[config.mk]
export PLATFORM = sky130hd
export DESIGN_NAME = tuch_top
export DESIGN_NICKNAME = d
export VERILOG_FILES = /design/src/tuch_pkg.sv /design/src/tuch_top.sv
export SDC_FILE = /design/constraint.sdc
export NUM_CORES = 2
export LEC_CHECK = 0
export ABC_CLOCK_PERIOD_IN_PS = 21600
export CORE_AREA = 2 2 403 405
export CTS_CLUSTER_SIZE = 40
export DETAILED_ROUTE_END_ITERATION = 8
export DIE_AREA = 0 0 405 407
export DONT_BUFFER_PORTS = 1
export RECOVER_POWER = 25
export SETUP_SLACK_MARGIN = 0.05
export SYNTH_ARGS = -nofsm -noshare
export SYNTH_HDL_FRONTEND = slang
export SYNTH_SLANG_ARGS = --single-unit
[constraint.sdc]
create_clock -name clk_in -period 21.6 [get_ports clk_in]
set_input_delay 4.32 -clock clk_in [delete_from_list [all_inputs] [get_ports clk_in]]
set_output_delay 4.32 -clock clk_in [all_outputs]
set_load 0.03 [all_outputs]
[src/tuch_pkg.sv]
// package for the timing unit command handler
package tuch_pkg;
    localparam int unsigned CLK_HZ = 50000000;
    localparam int unsigned TICK_MS = 50;
    localparam int unsigned TICK_CYCLES = CLK_HZ / 1000 * TICK_MS;
    localparam int unsigned SEC_CYCLES = CLK_HZ;
    localparam logic [7:0] TRACE_RST = 8'h00;
    localparam logic [7:0] LEAP_DUR_NONE = 8'h00;
    localparam logic [7:0] LEAP_DUR_NORMAL = 8'h3C;
    localparam logic [7:0] LEAP_DUR_ADD = 8'h3D;
    localparam logic [7:0] LEAP_DUR_SUB = 8'h3B;
    localparam logic [4:0] HOURS_PER_DAY = 5'h18;
    localparam logic [5:0] SIXTY = 6'h3C;

    typedef enum logic [3:0] {
        TUCH_CMD_NONE = 4'h0,
        TUCH_CMD_ACCEL = 4'h1,
        TUCH_CMD_DATE = 4'h2,
        TUCH_CMD_TIME = 4'h3,
        TUCH_CMD_TSTR = 4'h4,
        TUCH_CMD_TINT = 4'h5,
        TUCH_CMD_LOOP_TINT = 4'h6,
        TUCH_CMD_LEAP = 4'h7,
        TUCH_CMD_LEAP_PEND = 4'h8,
        TUCH_CMD_LEAP_ACC = 4'h9,
        TUCH_CMD_LEAP_DATE = 4'hA,
        TUCH_CMD_LEAP_DUR = 4'hB,
        TUCH_CMD_TIMEKEEP = 4'hC,
        TUCH_CMD_HOLD_DUR = 4'hD,
        TUCH_CMD_PRI_TINT = 4'hE,
        TUCH_CMD_PORT = 4'hF
    } tuch_cmd_t;

    typedef enum logic [2:0] {
        TUCH_ST_IDLE = 3'b001,
        TUCH_ST_CAL = 3'b010,
        TUCH_ST_DONE = 3'b100
    } tuch_state_t;

    typedef struct packed {
        logic [15:0] year;
        logic [7:0] month;
        logic [7:0] day;
    } tuch_date_t;

    typedef struct packed {
        logic [7:0] hour;
        logic [7:0] minute;
        logic [7:0] second;
    } tuch_time_t;

    // three axes of acceleration then three of tilt, 32-bit float each
    typedef struct packed {
        logic [31:0] ax;
        logic [31:0] ay;
        logic [31:0] az;
        logic [31:0] tx;
        logic [31:0] ty;
        logic [31:0] tz;
    } tuch_trace_t;

    typedef struct packed {
        logic pending;
        logic [7:0] offset;
        tuch_date_t date;
        logic [7:0] duration;
    } tuch_leap_t;

    typedef struct packed {
        logic [15:0] max_g;
        logic [15:0] min_g;
    } tuch_cal_axis_t;

    typedef struct packed {
        logic [15:0] gain;
        logic [15:0] offset;
    } tuch_cal_res_t;
endpackage : tuch_pkg

[src/tuch_top.sv]
// command handler of the timing unit: trace, time, leap and holdover
//
// Operation
// (RULE1) trace period is setting times 50 ms
// (RULE2) trace record holds six float values
// (RULE3) tilt derived from acceleration, may exceed 90
// (RULE4) trace destination select and query
// (RULE5) compensation only with factory calibration
// (RULE6) calibration computes gain and offset per axis
// (RULE7) acceleration query returns three axes
// (RULE8) date query returns UTC year month day
// (RULE9) time query returns UTC 24-hour time
// (RULE10) time string is hh:mm:ss
// (RULE11) timekeeping interval equals loop interval
// (RULE12) broadcast date and time sentences each second
// (RULE13) receiver unit uses external pulse reference
// (RULE14) leap pending is 1 only with almanac
// (RULE15) leap offset stored until almanac arrives
// (RULE16) final minute 59/60/61 with almanac, else 0
// (RULE17) combined leap query returns four results
// (RULE18) combined timekeeping query returns five results
// (RULE19) loop queries report selected servo loop
// (RULE20) holdover length in seconds plus state
// (RULE21) forced holdover stops primary disciplining
// (RULE22) primary interval still measured in holdover
// (RULE23) release command ends forced holdover
// (RULE24) trace count restarts on setting change
`timescale 1ns/1ps
`default_nettype none
module tuch_top (
    input wire logic clk_in,
    input wire logic rstn_in,
    input wire logic cmd_valid_in,
    input wire tuch_pkg::tuch_cmd_t cmd_in,
    input wire logic trace_set_in,
    input wire logic [7:0] trace_period_in,
    input wire logic port_set_in,
    input wire logic port_usb_in,
    input wire logic comp_set_in,
    input wire logic comp_on_in,
    input wire logic factory_cal_in,
    input wire logic cal_start_in,
    input wire logic cal_entry_valid_in,
    input wire tuch_pkg::tuch_cal_axis_t cal_entry_in,
    input wire logic broadcast_set_in,
    input wire logic broadcast_on_in,
    input wire logic loop_sel_in,
    input wire logic hold_force_in,
    input wire logic hold_release_in,
    input wire logic ref_valid_in,
    input wire tuch_pkg::tuch_trace_t sensor_in,
    input wire tuch_pkg::tuch_date_t date_in,
    input wire tuch_pkg::tuch_time_t time_in,
    input wire logic [31:0] tint_pri_in,
    input wire logic [31:0] tint_sec_in,
    input wire logic almanac_in,
    input wire logic leap_future_in,
    input wire logic leap_add_in,
    input wire logic [7:0] leap_rx_offset_in,
    input wire logic [7:0] leap_nv_offset_in,
    input wire tuch_pkg::tuch_date_t leap_date_in,
    output logic resp_valid_out,
    output tuch_pkg::tuch_cmd_t resp_cmd_out,
    output logic [255:0] resp_data_out,
    output logic trace_valid_out,
    output logic trace_usb_out,
    output tuch_pkg::tuch_trace_t trace_out,
    output logic bcast_valid_out,
    output tuch_pkg::tuch_date_t bcast_date_out,
    output tuch_pkg::tuch_time_t bcast_time_out,
    output logic comp_active_out,
    output logic discipline_out,
    output logic cal_prompt_out,
    output logic [1:0] cal_axis_out,
    output logic cal_done_out,
    output tuch_pkg::tuch_cal_res_t [2:0] cal_res_out
);
    logic rst_meta, rst_sync;
    logic [31:0] tick_cnt, next_tick_cnt;
    logic [7:0] trace_period, next_trace_period, trace_cnt, next_trace_cnt;
    logic trace_usb, next_trace_usb, comp_on, next_comp_on;
    logic bcast_on, next_bcast_on, loop_sel, next_loop_sel;
    logic forced, next_forced, in_hold, next_in_hold;
    logic [31:0] sec_cnt, next_sec_cnt, hold_secs, next_hold_secs;
    tuch_pkg::tuch_state_t state, next_state;
    logic [1:0] cal_axis, next_cal_axis;
    tuch_pkg::tuch_cal_res_t [2:0] cal_res, next_cal_res;
    logic resp_valid, next_resp_valid, cal_prompt, next_cal_prompt, cal_done, next_cal_done;
    tuch_pkg::tuch_cmd_t resp_cmd, next_resp_cmd;
    logic [255:0] resp_data, next_resp_data;
    logic trace_valid, next_trace_valid;
    tuch_pkg::tuch_trace_t trace_q, next_trace_q;
    logic bcast_valid, next_bcast_valid;
    tuch_pkg::tuch_date_t bcast_date, next_bcast_date;
    tuch_pkg::tuch_time_t bcast_time, next_bcast_time;
    logic tick, sec_tick, next_comp_active, next_discipline;
    tuch_pkg::tuch_leap_t leap;
    logic [31:0] sel_tint;

    function automatic logic [15:0] two_ascii(input logic [7:0] v);
        logic [7:0] tens;
        tens = v / 8'h0A;
        two_ascii = {8'h30 + tens, 8'h30 + (v - tens * 8'h0A)};
    endfunction : two_ascii

    always_ff @(posedge clk_in or negedge rstn_in) begin
        if (!rstn_in) begin
            rst_meta <= 1'b0;
            rst_sync <= 1'b0;
        end else begin
            rst_meta <= 1'b1;
            rst_sync <= rst_meta;
        end
    end

    assign tick = (tick_cnt == 32'(tuch_pkg::TICK_CYCLES - 1));
    assign sec_tick = (sec_cnt == 32'(tuch_pkg::SEC_CYCLES - 1));
    // RULE19 selected loop
    assign sel_tint = loop_sel ? tint_sec_in : tint_pri_in;

    always_comb begin
        // RULE14 pending needs almanac
        leap.pending = almanac_in & leap_future_in;
        // RULE15 stored until almanac
        leap.offset = almanac_in ? leap_rx_offset_in : leap_nv_offset_in;
        leap.date = leap_date_in;
        // RULE16 final minute length
        if (!almanac_in) begin
            leap.duration = tuch_pkg::LEAP_DUR_NONE;
        end else if (!leap_future_in) begin
            leap.duration = tuch_pkg::LEAP_DUR_NORMAL;
        end else if (leap_add_in) begin
            leap.duration = tuch_pkg::LEAP_DUR_ADD;
        end else begin
            leap.duration = tuch_pkg::LEAP_DUR_SUB;
        end
    end

    always_comb begin
        next_tick_cnt = tick ? 32'h0 : tick_cnt + 32'h1;
        next_sec_cnt = sec_tick ? 32'h0 : sec_cnt + 32'h1;
        next_trace_period = trace_period;
        next_trace_cnt = trace_cnt;
        next_trace_valid = 1'b0;
        next_trace_q = trace_q;
        // RULE24 restart on change
        if (trace_set_in) begin
            next_trace_period = trace_period_in;
            next_trace_cnt = 8'h00;
            next_tick_cnt = 32'h0;
        end else if (tick && trace_period != 8'h00) begin
            // RULE1 period in 50 ms steps
            if (trace_cnt >= trace_period - 8'h01) begin
                next_trace_cnt = 8'h00;
                next_trace_valid = 1'b1;
                // RULE2 RULE3 six values from sensor path
                next_trace_q = sensor_in;
            end else begin
                next_trace_cnt = trace_cnt + 8'h01;
            end
        end
        // RULE4 destination port
        next_trace_usb = port_set_in ? port_usb_in : trace_usb;
        next_comp_on = comp_set_in ? comp_on_in : comp_on;
        next_bcast_on = broadcast_set_in ? broadcast_on_in : bcast_on;
        next_loop_sel = loop_sel_in;
        // RULE12 once per second
        next_bcast_valid = bcast_on & sec_tick;
        next_bcast_date = sec_tick ? date_in : bcast_date;
        next_bcast_time = sec_tick ? time_in : bcast_time;
        // RULE21 RULE23 force and release
        next_forced = forced;
        if (hold_force_in) begin
            next_forced = 1'b1;
        end else if (hold_release_in) begin
            next_forced = 1'b0;
        end
        // RULE20 holdover seconds, previous kept
        next_in_hold = forced | ~ref_valid_in;
        next_hold_secs = hold_secs;
        if (next_in_hold && !in_hold) begin
            next_hold_secs = 32'h0;
        end else if (in_hold && sec_tick) begin
            next_hold_secs = hold_secs + 32'h1;
        end
        // RULE5 needs factory calibration
        next_comp_active = next_comp_on & factory_cal_in;
        // RULE21 no disciplining when forced
        next_discipline = ~next_forced & ref_valid_in;
    end

    always_comb begin
        next_state = state;
        next_cal_axis = cal_axis;
        next_cal_res = cal_res;
        // RULE6 prompt per axis then compute
        case (state)
            tuch_pkg::TUCH_ST_IDLE: begin
                if (cal_start_in) begin
                    next_state = tuch_pkg::TUCH_ST_CAL;
                    next_cal_axis = 2'h0;
                end
            end
            tuch_pkg::TUCH_ST_CAL: begin
                if (cal_entry_valid_in) begin
                    // gain maps span to 2 g (value 2.0 in 16.16), offset centres zero
                    next_cal_res[cal_axis].gain =
                        16'((32'h0002_0000) / {16'h0, (cal_entry_in.max_g - cal_entry_in.min_g)
                        | 16'h0001});
                    next_cal_res[cal_axis].offset =
                        16'((17'(cal_entry_in.max_g) + 17'(cal_entry_in.min_g)) >> 1);
                    if (cal_axis == 2'h2) begin
                        next_state = tuch_pkg::TUCH_ST_DONE;
                    end else begin
                        next_cal_axis = cal_axis + 2'h1;
                    end
                end
            end
            tuch_pkg::TUCH_ST_DONE: begin
                next_state = tuch_pkg::TUCH_ST_IDLE;
            end
            default: begin
                next_state = tuch_pkg::TUCH_ST_IDLE;
            end
        endcase
        next_cal_prompt = (next_state == tuch_pkg::TUCH_ST_CAL);
        next_cal_done = (next_state == tuch_pkg::TUCH_ST_DONE);
    end

    always_comb begin
        next_resp_valid = cmd_valid_in;
        next_resp_cmd = cmd_valid_in ? cmd_in : resp_cmd;
        next_resp_data = 256'h0;
        case (cmd_in)
            // RULE7 three axes
            tuch_pkg::TUCH_CMD_ACCEL: next_resp_data = {160'h0, sensor_in[191:96]};
            // RULE8 UTC date
            tuch_pkg::TUCH_CMD_DATE: next_resp_data = {224'h0, date_in};
            // RULE9 UTC time
            tuch_pkg::TUCH_CMD_TIME: next_resp_data = {232'h0, time_in};
            // RULE10 hh:mm:ss text
            tuch_pkg::TUCH_CMD_TSTR: next_resp_data = {192'h0, two_ascii(time_in.hour),
                8'h3A, two_ascii(time_in.minute), 8'h3A, two_ascii(time_in.second)};
            // RULE11 same as loop interval
            tuch_pkg::TUCH_CMD_TINT: next_resp_data = {224'h0, sel_tint};
            tuch_pkg::TUCH_CMD_LOOP_TINT: next_resp_data = {224'h0, sel_tint};
            // RULE17 four results at once
            tuch_pkg::TUCH_CMD_LEAP: next_resp_data = {207'h0, leap};
            tuch_pkg::TUCH_CMD_LEAP_PEND: next_resp_data = {255'h0, leap.pending};
            tuch_pkg::TUCH_CMD_LEAP_ACC: next_resp_data = {248'h0, leap.offset};
            tuch_pkg::TUCH_CMD_LEAP_DATE: next_resp_data = {224'h0, leap.date};
            tuch_pkg::TUCH_CMD_LEAP_DUR: next_resp_data = {248'h0, leap.duration};
            // RULE18 five results at once
            tuch_pkg::TUCH_CMD_TIMEKEEP: next_resp_data = {159'h0, date_in, time_in,
                sel_tint, bcast_on, leap.offset};
            tuch_pkg::TUCH_CMD_HOLD_DUR: next_resp_data = {223'h0, hold_secs, in_hold};
            // RULE22 measured even when forced
            tuch_pkg::TUCH_CMD_PRI_TINT: next_resp_data = {224'h0, tint_pri_in};
            tuch_pkg::TUCH_CMD_PORT: next_resp_data = {255'h0, trace_usb};
            default: next_resp_data = 256'h0;
        endcase
    end

    always_ff @(posedge clk_in or negedge rst_sync) begin
        if (!rst_sync) begin
            tick_cnt <= 32'h0;
            sec_cnt <= 32'h0;
            trace_period <= tuch_pkg::TRACE_RST;
            trace_cnt <= 8'h00;
            trace_valid <= 1'b0;
            trace_q <= '0;
            trace_usb <= 1'b0;
            comp_on <= 1'b0;
            bcast_on <= 1'b0;
            loop_sel <= 1'b0;
            bcast_valid <= 1'b0;
            bcast_date <= '0;
            bcast_time <= '0;
            forced <= 1'b0;
            in_hold <= 1'b0;
            hold_secs <= 32'h0;
            state <= tuch_pkg::TUCH_ST_IDLE;
            cal_axis <= 2'h0;
            cal_res <= '0;
            resp_valid <= 1'b0;
            resp_cmd <= tuch_pkg::TUCH_CMD_NONE;
            resp_data <= 256'h0;
            comp_active_out <= 1'b0;
            discipline_out <= 1'b0;
            cal_prompt <= 1'b0;
            cal_done <= 1'b0;
        end else begin
            tick_cnt <= next_tick_cnt;
            sec_cnt <= next_sec_cnt;
            trace_period <= next_trace_period;
            trace_cnt <= next_trace_cnt;
            trace_valid <= next_trace_valid;
            trace_q <= next_trace_q;
            trace_usb <= next_trace_usb;
            comp_on <= next_comp_on;
            bcast_on <= next_bcast_on;
            loop_sel <= next_loop_sel;
            bcast_valid <= next_bcast_valid;
            bcast_date <= next_bcast_date;
            bcast_time <= next_bcast_time;
            forced <= next_forced;
            in_hold <= next_in_hold;
            hold_secs <= next_hold_secs;
            state <= next_state;
            cal_axis <= next_cal_axis;
            cal_res <= next_cal_res;
            resp_valid <= next_resp_valid;
            resp_cmd <= next_resp_cmd;
            resp_data <= next_resp_data;
            comp_active_out <= next_comp_active;
            discipline_out <= next_discipline;
            cal_prompt <= next_cal_prompt;
            cal_done <= next_cal_done;
        end
    end

    assign resp_valid_out = resp_valid;
    assign resp_cmd_out = resp_cmd;
    assign resp_data_out = resp_data;
    assign trace_valid_out = trace_valid;
    assign trace_usb_out = trace_usb;
    assign trace_out = trace_q;
    assign bcast_valid_out = bcast_valid;
    assign bcast_date_out = bcast_date;
    assign bcast_time_out = bcast_time;
    assign cal_prompt_out = cal_prompt;
    assign cal_axis_out = cal_axis;
    assign cal_done_out = cal_done;
    assign cal_res_out = cal_res;
endmodule : tuch_top
`default_nettype wire

==> metrics <==
largest cells by area after synthesis dfrtp_1 (31%), ha_1 (9.4%), mux2_2 (7.5%); share of the synthesized area in the top cell type between 30% and 40%; Final nets approximately 7500; xor-xnor portion of the synthesized cell area 6.87%; GR Overflow Total 0; post-route clock skew between 0.04 and 0.05 ns; die width just over 400 um; Hold Slack about 0.35 ns; final core utilization 40.2%; vias per cell around 5.3; Core Box Area 0.160 mm^2; Post-Syn Area approximately 0.047 mm^2; routability congestion estimate around 1.0; Post-synth EDFFs 0; final hold vios 0; Slew @ Worst Pin 8.76 ns; total CTS buffers 72; Root Driver clkbuf_16; WL final approximately 250 mm; status finished with violations; final period utilization 241%; first-pass GRT wire length between 300 and 400 mm; most frequent cell after synthesis dfrtp_1; area grow syn2layout 37.7%; drc violations 0; Post-Synth Simple-Gate Area between 10% and 20%; chip height 407 um; Crit Path Max Fanout 7; ANT nets after route 0; Worst Hold Class flop to flop; Starting DRT DRC Count roughly 3900; Post-synth top cells dfrtp_1 (576), a21oi_1 (442), nor2_1 (431); Row Count ~150; Post-Synth Adder-Cell Area 10.5%; RSZ-0062 raised after global routing true; WL/cell 27.7 um; YS warnings 0; Final WS setup -30.53 ns; worst stage delay on the critical path approximately 0.50 ns; crit-path most repeated cell a21oi_2; Worst EP arrival roughly 53 ns; buffers added on ports 0; Fmax achieved roughly 0.019 GHz; CTS tree yes; via count roughly 48000; main combinational cell family by area after synthesis compound AO/OA/AOI/OAI gates; Compound-Gate Fraction of Synth Area a little over a fifth; relative slew slack -484%; max-slew violations between 500 and 600; largest net degree at the start of global routing approximately 170; CTS max path bufs 3; asr flop ratio synth 100%; area leader, netlist dfrtp_1; initial antenna violation count 116; number of fill cells between 15000 and 20000; vias in the first global route 45800; total track usage 29.1%; clock latency on the worst-skew pair approximately 0.7 ns; CP max-delay cell or4_4; register area share after synthesis just over 30%; top-level I/O count between 1000 and 1500; TNS Setup -550.93 ns; Mapped Cells about 5300; Setup-failing EPs final 33; initial core utilization between 20% and 30%; clock slew at reported path FFs approximately 0.080 ns; CP Capture Type flop; violated checks max-capacitance violations, max-slew violations, negative setup slack; Crit Path Category input port to flop; Placed Instances approximately 8500; min Tclk post-route approximately 52 ns; ys flop type dfrtp_1; max cap viols 5; TritonRoute pass-1 iters 7; syn avg cell area roughly 8.9 um^2; DPL Wire Length ~200 mm; flops & latches, synth ~580; Synth cell types approximately 160; CP required 22.19 ns; Finished Layout Cells around 9000; full die area 0.165 mm^2; clock sink total 577; post-synthesis mux area share a little under a tenth; layout cells sized above 1 36.0%; # H-tree levels 3; Worst setup SP type input port
[registers in the layout, summed over array words and instances (netlist names), 8 cells and up]
signal / cells
cal_res_out: 96
bcast_date_out: 32
resp_data_out: 97
sec_cnt: 32
bcast_time_out: 24
hold_secs: 32
trace_cnt: 8
tick_cnt: 32
trace_period: 8
trace_out: 192
[worst paths after layout]
check	end	slack [ns]	cells after the start	start
setup / recovery	cal_res_out[17]	-30.53	324	cal_entry_in[16]
setup reg to reg	trace_out[9]	4.15	2	rst_sync
min in group asynchronous	resp_data_out[79]	1.15	0	rst_sync
max in group asynchronous	trace_out[9]	4.15	2	rst_sync
hold / removal	rst_sync	0.35	0	rst_meta
hold reg to reg	rst_sync	0.35	0	rst_meta
[cells in the final DEF (no fill, tap or decap), types with 20 or more instances in the layout]
cell type / instances
nand4_1: 49
fa_1: 23
and2_1: 22
a21o_1: 94
conb_1: 160
inv_1: 253
o22ai_1: 20
o21bai_1: 94
o21a_1: 27
and3_1: 44
or3_1: 27
o21ai_1: 26
nor3_1: 50
clkbuf_16: 73
a21oi_2: 100
a31oi_1: 33
ha_1: 331
nand2b_1: 46
diode_2: 138
o211ai_1: 31
nand3_1: 122
nor4_1: 25
a22o_1: 44
dfrtp_1: 575
nand2_1: 383
a21oi_1: 340
xnor2_1: 242
nor2_1: 412
buf_4: 1490
o21ai_2: 31
a221oi_1: 45
o21ai_0: 297
nor2b_1: 37
xor2_1: 115
a22oi_1: 55
mux2_2: 309
mux2i_1: 49
buf_6: 61
[metal layers]
| layer | track usage (%) | part of all wire [%] | up-vias |
|---|---|---|---|
| li1 | - | - | 21700 |
| met1 | 30.7 | 36 | 23400 |
| met2 | 47.9 | 48 | 2131 |
| met3 | 9.82 | 9.0 | 589 |
| met4 | 22.1 | 7.5 | 42 |
| met5 | 1.01 | 0.10 | - |
[logic make-up (layout without fill, tap and decap cells)]
group	after synthesis	after routing
AOI/OAI and AO/OA	1508	1508
xor gates and xnor gates	364	364
adders and majority gates	379	379
buffers and inverters	636	1972
DFF	577	577
muxes	378	378
other	2	298
and+or+nand+nor	1410	1410
[per-stage QoR]
step	instance area (um^2)	worst slack, ns
after floorplan	48500	-34.42
after global placement	58500	-29.75
after detailed placement	58500	-31.15
after CTS	63200	-29.26
after global routing	64300	-33.72
final	64400	-30.53
[layout make-up]
| class | count | area [um^2] | area share [%] |
|---|---|---|---|
| Multi-Input combinational cell | 4199 | 31200 | 48.4 |
| Tap cell | 2160 | 2700 | 4.20 |
| Inverter | 275 | 1070 | 1.67 |
| Sequential cell | 577 | 14400 | 22.4 |
| Timing Repair inverter | 1 | 8.76 | 0.0136 |
| Clock buffer | 94 | 2040 | 3.16 |
| Clock inverter | 36 | 574 | 0.892 |
| Antenna cell | 138 | 345 | 0.536 |
| Timing Repair Buffer | 1566 | 12000 | 18.7 |
[critical path: cells and delay by family]
family / cells / cell delay [ns]
multiplexers: 7 / 1.56
buffers and inverters: 50 / 5.44
AND/OR/NAND/NOR: 56 / 8.52
adder cells (fa/ha/maj): 17 / 4.40
XOR/XNOR: 1 / 0.23
AO/OA/AOI/OAI: 193 / 28.15
[repair_timing]
| action | in CTS | in global routing |
|---|---|---|
| resized for setup | 101 | 120 |
| cloned | 2 | 0 |
| hold buffers | 0 | 0 |
| pin swaps | 79 | 108 |
| endpoints found under the setup margin | 33 | 33 |
| setup buffers | 223 | 95 |
Power is not shown: default switching activity piles up to over one toggle a cycle in this logic, so the estimate is an artifact.
